File: src/fx_panel_pkg.sv
// constants and types shared by the effects front-panel controller
package fx_panel_pkg;

   // ==========================================================
   // clock and time base
   localparam int CLK_PERIOD_NS = 40;
   localparam int TICK_PERIOD_NS = 1_000_000;
   localparam int TICK_CYCLES_DEF = TICK_PERIOD_NS / CLK_PERIOD_NS;

   // ==========================================================
   // program organisation
   localparam int NUM_BANKS = 2;
   localparam int PROGS_PER_BANK = 16;
   localparam int NUM_PROGS = NUM_BANKS * PROGS_PER_BANK;
   localparam int KNOB_W = 8;
   localparam int TEMPO_W = 13;
   localparam int PROG_W = TEMPO_W + 3 * KNOB_W;

   // ==========================================================
   // times in seconds and milliseconds
   localparam int LOAD_TIME_S = 1;
   localparam int LOAD_MS = LOAD_TIME_S * 1000;
   localparam int STORE_HOLD_S = 3;
   localparam int STORE_HOLD_MS = STORE_HOLD_S * 1000;
   localparam int STORE_DONE_S = 1;
   localparam int STORE_DONE_MS = STORE_DONE_S * 1000;
   localparam int STORE_BUSY_MS = 200;
   localparam int STORE_FLASH_MS = 50;
   localparam int MUTE_FLASH_MS = 250;
   localparam int TEMPO_LED_ON_MS = 50;
   localparam int TEMPO_MAX_MS = 5000;
   localparam logic [12:0] TEMPO_RESET_MS = 13'h01f4;
   localparam int DEBOUNCE_MS = 10;

   // ==========================================================
   // register map
   localparam logic [7:0] REG_STATUS = 8'h00;
   localparam logic [7:0] REG_TEMPO = 8'h04;
   localparam logic [7:0] REG_IRQ_STATUS = 8'h08;
   localparam logic [7:0] REG_IRQ_CLEAR = 8'h0c;
   localparam logic [7:0] REG_IRQ_ENABLE = 8'h10;
   localparam logic [7:0] REG_CONTROL = 8'h14;
   localparam int STAT_BANK = 0;
   localparam int STAT_POS = 1;
   localparam int STAT_MUTED = 5;
   localparam int STAT_LOADING = 6;
   localparam int STAT_STORING = 7;
   localparam int STAT_MATCH = 8;
   localparam int CTRL_FS_ENABLE = 0;
   localparam logic CTRL_FS_ENABLE_RST = 1'b1;
   localparam int EV_LOAD_DONE = 0;
   localparam int EV_STORE_DONE = 1;
   localparam int EV_CLIP = 2;
   localparam int EV_MUTE = 3;
   localparam int EV_TEMPO = 4;
   localparam int NUM_EV = 5;

   // ==========================================================
   // store sequence
   typedef enum logic [3:0] {
      ST_IDLE  = 4'b0001,
      ST_HOLD  = 4'b0010,
      ST_WRITE = 4'b0100,
      ST_DONE  = 4'b1000
   } store_state_type;

endpackage : fx_panel_pkg

File: src/fx_front_panel_controller.sv
// front-panel controller for the console effects processor
`timescale 1ns/1ps
`default_nettype none
module fx_front_panel_controller
   import fx_panel_pkg::*;
#(
   parameter int TICK_CYCLES = TICK_CYCLES_DEF
) (
   input wire logic pclk,
   input wire logic presetn,
   input wire logic psel,
   input wire logic penable,
   input wire logic pwrite,
   input wire logic [7:0] paddr,
   input wire logic [31:0] pwdata,
   output logic [31:0] prdata,
   output logic pready,
   output logic pslverr,
   input wire logic tempo_button,
   input wire logic store_button,
   input wire logic footswitch,
   input wire logic selector_a,
   input wire logic selector_b,
   input wire logic [KNOB_W-1:0] knob_one,
   input wire logic [KNOB_W-1:0] knob_two,
   input wire logic [KNOB_W-1:0] knob_three,
   input wire logic input_overload,
   input wire logic processed_overload,
   input wire logic signal_detect,
   output logic bank_a_led,
   output logic bank_b_led,
   output logic tempo_led,
   output logic store_led,
   output logic knob_one_match_led,
   output logic knob_two_match_led,
   output logic knob_three_match_led,
   output logic clip_led,
   output logic signal_present_led,
   output logic effects_mute,
   output logic pre_fade_listen_enable,
   output logic effects_to_aux_send_one_enable,
   output logic [4:0] program_index,
   output logic program_loading,
   output logic [TEMPO_W-1:0] delay_time_ms,
   output logic delay_beat,
   output logic [KNOB_W-1:0] param_one,
   output logic [KNOB_W-1:0] param_two,
   output logic [KNOB_W-1:0] param_three,
   output logic irq
);

   typedef struct packed {
      logic [15:0] tick_cnt;
      logic tick;
      logic boot;
      logic bank;
      logic [3:0] pos;
      logic muted;
      logic fs_enable;
      logic load_busy;
      logic [9:0] load_ms;
      logic [2:0][KNOB_W-1:0] loaded;
      logic [TEMPO_W-1:0] tempo_ms;
      logic tap_armed;
      logic [TEMPO_W-1:0] tap_ms;
      logic [TEMPO_W-1:0] beat_ms;
      store_state_type store_st;
      logic [11:0] store_ms;
      logic store_fired;
      logic [7:0] fast_ms;
      logic fast_blink;
      logic [7:0] slow_ms;
      logic slow_blink;
      logic bank_a_led;
      logic bank_b_led;
      logic tempo_led;
      logic store_led;
      logic [2:0] match;
      logic clip_led;
      logic sp_led;
      logic mute_out;
      logic pfl_en;
      logic aux_en;
      logic beat;
      logic [2:0][KNOB_W-1:0] param;
      logic [NUM_EV-1:0] irq_status;
      logic [NUM_EV-1:0] irq_en;
      logic irq;
      logic pready;
      logic [31:0] prdata;
      logic pslverr;
   } state_type;

   state_type s_q;
   state_type s_d;
   logic [PROG_W-1:0] prog_mem [NUM_PROGS];
   logic mem_we;
   logic [4:0] cur_index;
   logic [PROG_W-1:0] cur_prog;
   logic [4:0] deb_raw;
   logic [4:0] deb_level;
   logic [4:0] deb_press;
   logic step_up;
   logic step_dn;
   logic [2:0][KNOB_W-1:0] knobs;

   // ==========================================================
   // debounced panel contacts
   assign deb_raw = {selector_b, selector_a, footswitch, store_button, tempo_button};

   for (genvar i = 0; i < 5; i++) begin : g_deb
      input_debouncer #(.STABLE_MS(DEBOUNCE_MS)) u_deb (
         .pclk(pclk),
         .presetn(presetn),
         .tick_en(s_q.tick),
         .raw(deb_raw[i]),
         .level(deb_level[i]),
         .press(deb_press[i])
      );
   end

   assign step_up = deb_press[3] && !deb_level[4];
   assign step_dn = deb_press[3] && deb_level[4];
   assign knobs = {knob_three, knob_two, knob_one};
   assign cur_index = {s_q.bank, s_q.pos};
   assign cur_prog = prog_mem[cur_index];

   // ==========================================================
   // next state
   always_comb begin
      logic [NUM_EV-1:0] ev;
      logic [NUM_EV-1:0] clr;
      ev = '0;
      clr = '0;
      mem_we = 1'b0;
      s_d = s_q;
      // millisecond enable
      s_d.tick = 1'b0;
      if (s_q.tick_cnt == 16'(TICK_CYCLES - 1)) begin
         s_d.tick_cnt = '0;
         s_d.tick = 1'b1;
      end else begin
         s_d.tick_cnt = s_q.tick_cnt + 16'h0001;
      end
      // blink generators
      if (s_q.tick) begin
         s_d.fast_ms = s_q.fast_ms + 8'h01;
         if (s_q.fast_ms == 8'(STORE_FLASH_MS - 1)) begin
            s_d.fast_ms = '0;
            s_d.fast_blink = !s_q.fast_blink;
         end
         s_d.slow_ms = s_q.slow_ms + 8'h01;
         if (s_q.slow_ms == 8'(MUTE_FLASH_MS - 1)) begin
            s_d.slow_ms = '0;
            s_d.slow_blink = !s_q.slow_blink;
         end
      end
      // selector and bank
      if (step_up || step_dn) begin
         s_d.pos = step_up ? s_q.pos + 4'h1 : s_q.pos - 4'h1;
         if (!s_q.boot && ((step_up && s_q.pos == 4'hf) || (step_dn && s_q.pos == 4'h0))) begin
            s_d.bank = !s_q.bank;
         end
         s_d.load_busy = 1'b1;
         s_d.load_ms = '0;
      end else if (s_q.load_busy && s_q.tick) begin
         s_d.load_ms = s_q.load_ms + 10'h001;
         if (s_q.load_ms == 10'(LOAD_MS - 1)) begin
            s_d.load_busy = 1'b0;
            s_d.boot = 1'b0;
            s_d.loaded = cur_prog[3*KNOB_W-1:0];
            s_d.tempo_ms = cur_prog[PROG_W-1:3*KNOB_W];
            s_d.beat_ms = '0;
            ev[EV_LOAD_DONE] = 1'b1;
         end
      end
      // footswitch mute
      if (deb_press[2] && s_q.fs_enable) begin
         s_d.muted = !s_q.muted;
         ev[EV_MUTE] = 1'b1;
      end
      // tap tempo
      if (s_q.tap_armed && s_q.tick) begin
         s_d.tap_ms = s_q.tap_ms + 13'h0001;
         if (s_q.tap_ms == 13'(TEMPO_MAX_MS - 1)) begin
            s_d.tap_armed = 1'b0;
         end
      end
      if (deb_press[0]) begin
         if (!s_q.tap_armed) begin
            s_d.tap_armed = 1'b1;
            s_d.tap_ms = '0;
         end else if (s_q.tap_ms != '0) begin
            s_d.tempo_ms = s_q.tap_ms;
            s_d.tap_armed = 1'b0;
            s_d.beat_ms = '0;
            ev[EV_TEMPO] = 1'b1;
         end
      end
      s_d.beat = 1'b0;
      if (s_q.tick && !(deb_press[0] && s_q.tap_armed)) begin
         if (s_q.beat_ms >= s_q.tempo_ms - 13'h0001) begin
            s_d.beat_ms = '0;
            s_d.beat = 1'b1;
         end else begin
            s_d.beat_ms = s_q.beat_ms + 13'h0001;
         end
      end
      // store sequence
      if (!deb_level[1]) begin
         s_d.store_fired = 1'b0;
      end
      case (s_q.store_st)
         ST_IDLE: begin
            if (deb_level[1] && !s_q.store_fired && !s_q.load_busy) begin
               s_d.store_st = ST_HOLD;
               s_d.store_ms = '0;
            end
         end
         ST_HOLD: begin
            if (!deb_level[1]) begin
               s_d.store_st = ST_IDLE;
            end else if (s_q.tick) begin
               s_d.store_ms = s_q.store_ms + 12'h001;
               if (s_q.store_ms == 12'(STORE_HOLD_MS - 1)) begin
                  mem_we = 1'b1;
                  s_d.loaded = knobs;
                  s_d.store_fired = 1'b1;
                  s_d.store_st = ST_WRITE;
                  s_d.store_ms = '0;
               end
            end
         end
         ST_WRITE: begin
            if (s_q.tick) begin
               s_d.store_ms = s_q.store_ms + 12'h001;
               if (s_q.store_ms == 12'(STORE_BUSY_MS - 1)) begin
                  s_d.store_st = ST_DONE;
                  s_d.store_ms = '0;
               end
            end
         end
         ST_DONE: begin
            if (s_q.tick) begin
               s_d.store_ms = s_q.store_ms + 12'h001;
               if (s_q.store_ms == 12'(STORE_DONE_MS - 1)) begin
                  s_d.store_st = ST_IDLE;
                  ev[EV_STORE_DONE] = 1'b1;
               end
            end
         end
         default: begin
            s_d.store_st = ST_IDLE;
         end
      endcase
      // indicators and audio controls
      s_d.bank_a_led = !s_d.bank && (!s_d.muted || s_q.slow_blink);
      s_d.bank_b_led = s_d.bank && (!s_d.muted || s_q.slow_blink);
      s_d.tempo_led = s_d.beat_ms < 13'(TEMPO_LED_ON_MS);
      s_d.store_led = (s_d.store_st == ST_WRITE) ? s_q.fast_blink
                    : (s_d.store_st == ST_DONE);
      for (int k = 0; k < 3; k++) begin
         s_d.match[k] = knobs[k] == s_d.loaded[k];
         s_d.param[k] = knobs[k];
      end
      s_d.clip_led = input_overload || processed_overload;
      ev[EV_CLIP] = s_d.clip_led && !s_q.clip_led;
      s_d.sp_led = signal_detect;
      s_d.mute_out = s_d.muted;
      s_d.pfl_en = 1'b1;
      s_d.aux_en = 1'b1;
      // register bus
      s_d.pready = 1'b0;
      if (psel && !penable) begin
         s_d.pready = 1'b1;
         s_d.pslverr = 1'b0;
         s_d.prdata = '0;
         case (paddr)
            REG_STATUS: begin
               s_d.prdata[STAT_BANK] = s_q.bank;
               s_d.prdata[STAT_POS+:4] = s_q.pos;
               s_d.prdata[STAT_MUTED] = s_q.muted;
               s_d.prdata[STAT_LOADING] = s_q.load_busy;
               s_d.prdata[STAT_STORING] = s_q.store_st[2] || s_q.store_st[3];
               s_d.prdata[STAT_MATCH+:3] = s_q.match;
            end
            REG_TEMPO: s_d.prdata[TEMPO_W-1:0] = s_q.tempo_ms;
            REG_IRQ_STATUS: s_d.prdata[NUM_EV-1:0] = s_q.irq_status;
            REG_IRQ_CLEAR: s_d.prdata = '0;
            REG_IRQ_ENABLE: s_d.prdata[NUM_EV-1:0] = s_q.irq_en;
            REG_CONTROL: s_d.prdata[CTRL_FS_ENABLE] = s_q.fs_enable;
            default: s_d.pslverr = 1'b1;
         endcase
      end
      if (psel && penable && s_q.pready && pwrite) begin
         case (paddr)
            REG_IRQ_CLEAR: clr = pwdata[NUM_EV-1:0];
            REG_IRQ_ENABLE: s_d.irq_en = pwdata[NUM_EV-1:0];
            REG_CONTROL: s_d.fs_enable = pwdata[CTRL_FS_ENABLE];
            default: s_d.irq_en = s_d.irq_en;
         endcase
      end
      s_d.irq_status = (s_q.irq_status & ~clr) | ev;
      s_d.irq = |(s_d.irq_status & s_d.irq_en);
   end

   always_ff @(posedge pclk or negedge presetn) begin
      if (!presetn) begin
         s_q <= '0;
         s_q.boot <= 1'b1;
         s_q.load_busy <= 1'b1;
         s_q.fs_enable <= CTRL_FS_ENABLE_RST;
         s_q.tempo_ms <= TEMPO_RESET_MS;
         s_q.store_st <= ST_IDLE;
         s_q.bank_a_led <= 1'b1;
         s_q.pfl_en <= 1'b1;
         s_q.aux_en <= 1'b1;
      end else begin
         s_q <= s_d;
      end
   end

   // ==========================================================
   // program memory
   always_ff @(posedge pclk or negedge presetn) begin
      if (!presetn) begin
         for (int m = 0; m < NUM_PROGS; m++) begin
            prog_mem[m] <= {TEMPO_RESET_MS, {3 * KNOB_W{1'b0}}};
         end
      end else if (mem_we) begin
         prog_mem[cur_index] <= {s_q.tempo_ms, knobs};
      end
   end

   // ==========================================================
   // outputs
   assign prdata = s_q.prdata;
   assign pready = s_q.pready;
   assign pslverr = s_q.pslverr;
   assign bank_a_led = s_q.bank_a_led;
   assign bank_b_led = s_q.bank_b_led;
   assign tempo_led = s_q.tempo_led;
   assign store_led = s_q.store_led;
   assign knob_one_match_led = s_q.match[0];
   assign knob_two_match_led = s_q.match[1];
   assign knob_three_match_led = s_q.match[2];
   assign clip_led = s_q.clip_led;
   assign signal_present_led = s_q.sp_led;
   assign effects_mute = s_q.mute_out;
   assign pre_fade_listen_enable = s_q.pfl_en;
   assign effects_to_aux_send_one_enable = s_q.aux_en;
   assign program_index = cur_index;
   assign program_loading = s_q.load_busy;
   assign delay_time_ms = s_q.tempo_ms;
   assign delay_beat = s_q.beat;
   assign param_one = s_q.param[0];
   assign param_two = s_q.param[1];
   assign param_three = s_q.param[2];
   assign irq = s_q.irq;
endmodule : fx_front_panel_controller
`default_nettype wire

File: src/input_debouncer.sv
// synchroniser and debouncer for one panel contact
`timescale 1ns/1ps
`default_nettype none
module input_debouncer
   import fx_panel_pkg::*;
#(
   parameter int STABLE_MS = DEBOUNCE_MS
) (
   input wire logic pclk,
   input wire logic presetn,
   input wire logic tick_en,
   input wire logic raw,
   output logic level,
   output logic press
);

   typedef struct packed {
      logic s1;
      logic s2;
      logic level;
      logic [7:0] cnt;
      logic press;
   } deb_type;

   deb_type s_q;
   deb_type s_d;

   // ==========================================================
   // filter
   always_comb begin
      s_d = s_q;
      s_d.s1 = raw;
      s_d.s2 = s_q.s1;
      s_d.press = 1'b0;
      if (s_q.s2 == s_q.level) begin
         s_d.cnt = '0;
      end else if (tick_en) begin
         if (s_q.cnt == 8'(STABLE_MS - 1)) begin
            s_d.level = s_q.s2;
            s_d.press = s_q.s2;
            s_d.cnt = '0;
         end else begin
            s_d.cnt = s_q.cnt + 8'h01;
         end
      end
   end

   always_ff @(posedge pclk or negedge presetn) begin
      if (!presetn) begin
         s_q <= '0;
      end else begin
         s_q <= s_d;
      end
   end

   assign level = s_q.level;
   assign press = s_q.press;
endmodule : input_debouncer
`default_nettype wire

File: config.mk
export PLATFORM = sky130hd
export DESIGN_NAME = fx_front_panel_controller
export DESIGN_NICKNAME = d
export VERILOG_FILES = /design/src/fx_panel_pkg.sv /design/src/fx_front_panel_controller.sv /design/src/input_debouncer.sv
export SDC_FILE = /design/constraint.sdc
export NUM_CORES = 2
export LEC_CHECK = 0
export ABC_AREA = 1
export BUFFER_PORTS_ARGS = -buffer_cell sky130_fd_sc_hd__buf_2
export CAP_MARGIN = 20
export CORE_MARGIN = 10
export CORE_UTILIZATION = 52
export CTS_CLUSTER_DIAMETER = 50
export DETAILED_ROUTE_END_ITERATION = 10
export PLACE_DENSITY = 0.72
export SYNTH_ARGS = -nofsm -noshare
export SYNTH_HDL_FRONTEND = slang
export SYNTH_SLANG_ARGS = --single-unit
File: constraint.sdc
create_clock -name pclk -period 2.74 [get_ports pclk]
set_input_delay 0.274 -clock pclk [delete_from_list [all_inputs] [get_ports pclk]]
set_output_delay 0.274 -clock pclk [all_outputs]
set_load 0.05 [all_outputs]
==> results.py <==
metrics = {
    "timing": {
        "layout_worst_path_cycle_share_pct": 99.74,
        "worst_pin_slew_ns": 0.8947,
        "slew-limit-headroom_pct": 40.28,
        "finalHoldViolCount": 0,
        "clock-skew-final_ns": 0.02185,
        "report.final.slew_viol_count": 0,
        "post-route-min-period_ns": 2.733,
        "max_freq_ghz": 0.3659,
        "setup_tns_ns": 0,
        "final-setup-viol-count": 0,
        "rsz_0062_raised_after_global_routing": "true",
        "hold_slack_final_ns": 0.1326,
    },
    "synthesis": {
        "synthArstFlopShare_pct": 100.0,
        "yosys_warnings": 0,
        "synth_area_leader_cell": "dfrtp_1",
        "number_of_instances_in_the_synthesized_netlist": 8201,
        "synth_top_area_share_pct": 46.57,
        "synth.avg_cell_area_sq_um": 8.086,
        "synth_sequential_area_ratio_pct": 54.61,
        "synth.area.top_cells": "dfrtp_1, nand2_1, dfstp_2, o21ai_0, a22oi_1",
        "synth.lib_cells_used.distinct": 51,
        "synth-main-ff-cell": "dfrtp_1",
        "flop_and_latch_count_out_of_synthesis": 1437,
        "synth_edf_count": 0,
        "netlist_area_sq_mm": 0.06631,
    },
    "global_routing": {
        "globalRouteOverflowTotal": 0,
        "grt_pass1_vias": 55350,
        "maximum_number_of_pins_on_one_net_before_global_route_repair": 135,
        "grt_pass1_wl_um": 323700,
        "antenna_found_initial": 3,
        "grt_use_total_pct": 28.93,
    },
    "clock_network": {
        "number_of_h_tree_branching_levels": 4,
        "clock_buffers_created_by_tritoncts": 155,
        "clock_tree_from_tritoncts": "yes",
        "cts.clk_slew.worst_paths_ns": 0.06,
        "cts-root-buf": "clkbuf_16",
        "clkSinkCount": 1437,
        "clk_path_buf_depth": 3,
        "clk-insertion-delay-late_ns": 0.79,
    },
    "power_and_ir_drop": {
        "power.combinational.fraction_pct": 2.7,
        "total_leakage_power_nw": 37.68,
        "irDropWorstVdd_mv": 0.7154,
        "net-switching-power_mw": 9.784,
        "total_internal_power_mw": 34.53,
        "clockPowerShare_pct": 49.2,
        "p_per_area_mw_per_mm2": 578.2,
        "switching_share_pct": 22.08,
        "sequentialPowerShare_pct": 48.1,
    },
    "setup_path": {
        "timing_worst_setup_path_type": "register to register",
        "crit_path_max_fanout": 6,
        "critical_path.endpoint_type": "register",
        "r2r-start": "delay_time_ms[1]$_DFF_PN0_",
        "cp-startpoint": "delay_time_ms[1]$_DFF_PN0_",
        "worst_ep_required_time_ns": 3.41,
        "critPathArrivalTime_ns": 3.40,
        "worst_setup_path_start_kind": "register",
        "r2r_slack_ns": 0.007,
        "critical_path_destination": "tempo_led$_DFF_PN0_",
        "reg2reg_depth": 20,
        "reg2reg_to": "tempo_led$_DFF_PN0_",
    },
    "routing": {
        "drt_iter0_markers": 7219,
        "detail_route.drc_violations": 0,
        "vias": 57830,
        "postRouteAntennaNets": 0,
        "first_pass_iteration_count_of_the_detailed_router": 6,
        "via_per_inst": 5.780,
        "detail_route.wl_per_cell_um": 21.02,
        "postRouteWirelength_um": 210300,
    },
    "layout": {
        "area_occupied_by_multi_input_gates_sq_mm": 0.02669,
        "drive_above_1_share_pct": 12.39,
        "utilization_pct": 60.72,
        "seq_area_sq_mm": 0.03622,
        "syn2layout_area_growth_pct": 15.58,
        "finalInstanceArea_sq_mm": 0.07664,
        "nFillCells": 10590,
        "nets": 8345,
    },
    "die": {
        "fp.coreArea_sq_mm": 0.1262,
        "area_of_the_die_sq_mm": 0.1422,
        "io_pins": 168,
        "floorplan.die.width_um": 377.1,
        "initial_utilization_pct": 52.53,
        "row_count": 130,
        "die_height_um": 377.1,
    },
    "placement": {
        "gp_congestion": 0.9060,
        "port_buffers": 119,
        "hpwl_um": 124000,
        "detailed_place.area_sq_mm": 0.07045,
    },
    "run_status": {
        "status": "completed",
    },
    "hold_path": {
        "min-delay-path-class": "input port to register",
    },
    "job": {
        "maxCapViolations": 0,
    },
}
## cells by family after synthesis
logic type	Yosys count	share of synthesized area, %
flip-flops	1437	54.61
AO/OA/AOI/OAI	1753	14.63
XOR/XNOR	54	0.7132
AND/OR/NAND/NOR	3966	23.27
other	2	0.01133
adder cells (fa/ha/maj)	37	0.7095
buffers and inverters	952	6.049
## per-layer routing
layer,global-route usage (%),up-vias,part of all wire [%]
met4,13.69,4,5.0
met1,39.42,27940,41
met5,0,-,0.014
met2,45.06,2772,45
met3,4.776,573,8.9
li1,-,26540,-
## Yosys cell counts (2+ instances only)
master       n
nand2_1   3377
dfrtp_1   1234
o21ai_0    949
clkbuf_1   439
inv_1      280
o21ai_1    278
nor2_1     269
a22oi_1    230
dfstp_2    203
nand3_1    188
a21oi_1    156
buf_2      122
buf_4       76
nor3_1      58
xor2_1      41
ha_1        36
o22ai_1     34
buf_1       30
nand4_1     28
a21boi_0    24
a21o_1      24
nor4_1      23
a22o_1      14
xnor2_1     13
a31o_2       9
a221oi_1     7
nor3b_1      7
a31oi_1      6
o211ai_1     5
o32ai_1      5
a211oi_1     4
clkinv_1     3
nand3b_1     3
o31ai_1      3
or2_2        3
conb_1       2
inv_2        2
nor2_2       2
nor3_4       2
## per-stage QoR
step,instances,setup slack [ns],power (mW)
after global routing,10010,-0.1605,45.45
after CTS,9993,0.007999,44.49
after global placement,9661,-0.06080,22.82
after detailed placement,9661,-0.09011,22.83
final,10010,0.006992,44.31
after floorplan,8220,0.01125,22.17
## timing repair
| action | 4_1_cts | 5_1_grt |
|---|---|---|
| endpoints found under the hold margin | 863 | 0 |
| buffers inserted | 1 | 10 |
| hold buffers | 50 | 0 |
| gates resized for setup | 17 | 44 |
| endpoints found under the setup margin | 2 | 12 |
| gates cloned | 1 | 2 |
| pin swaps | 5 | 27 |
## placed cells by master, fill, tap and decap left out, types with 164 or more instances in the layout
| master | Yosys | routed |
|---|---|---|
| nand2_1 | 3377 | 3341 |
| dfrtp_1 | 1234 | 1232 |
| o21ai_0 | 949 | 943 |
| o21ai_1 | 278 | 281 |
| inv_1 | 280 | 275 |
| nor2_1 | 269 | 256 |
| buf_4 | 76 | 231 |
| a22oi_1 | 230 | 230 |
| dfstp_2 | 203 | 203 |
| nand3_1 | 188 | 184 |
| clkbuf_16 | 0 | 164 |
## critical path: stages, from the launching register on
cell and delay, ns:
dfrtp_1 0.42, inv_2 0.10, ha_4 0.15, nand2_4 0.06
inv_4 0.08, nand3_4 0.08, nor3_4 0.14, xor2_1 0.18
ha_1 0.29, a21oi_1 0.14, o21ai_1 0.08, a21oi_1 0.15
nand3_2 0.12, buf_6 0.15, buf_4 0.13, nor2_4 0.09
nor2_2 0.04, nand2_1 0.05, nor2_1 0.04, nand2_1 0.07
nor2_2 0.05
## flip-flops by register name, indices dropped and copies added (netlist names), 3 cells and up
register / flops
prog_mem: 1184
s_q: 125
g_deb.u_deb.s_q: 45
delay_time_ms: 13
prdata: 13
param_one: 8
param_three: 8
param_two: 8
g_deb.u_deb.level: 5
g_deb.u_deb.s_d: 5
program_index: 5
g_deb.u_deb.press: 3
## final cells by class
class / count / share of cell area (%)
timing repair buffer: 520 / 6.854
antenna: 1 / 0.003265
tap: 1650 / 2.694
multi-input combinational: 5832 / 34.83
sequential: 1437 / 47.26
clock buffer: 225 / 6.057
clock inverter: 55 / 0.8767
inverter: 285 / 1.424
## power by group through the flow
stage	sequential [mW]	clock, mW	combinational [mW]
5_1_grt	21.3	22.8	1.30
3_5_place_dp	21.7	0	1.13
4_1_cts	21.3	22.0	1.19
2_1_floorplan	21.7	0	0.451
6_report	21.3	21.8	1.18
3_3_place_gp	21.7	0	1.12
## worst min-delay path by stage
| stage | endpoint | from | cells past startpoint |
|---|---|---|---|
| after CTS | prdata[10]$_DFFE_PN0P_ | paddr[2] | 6 |
| after global routing | signal_present_led$_DFF_PN0_ | signal_detect | 2 |
| after detailed placement | prog_mem[22]$_DFFE_PN0P_ | presetn | 1 |
| after global placement | prog_mem[22]$_DFFE_PN0P_ | presetn | 1 |
| final | signal_present_led$_DFF_PN0_ | signal_detect | 2 |
| after floorplan | bank_b_led$_DFF_PN0_ | presetn | 0 |
Note: power is estimated with default switching activity, not from simulation.
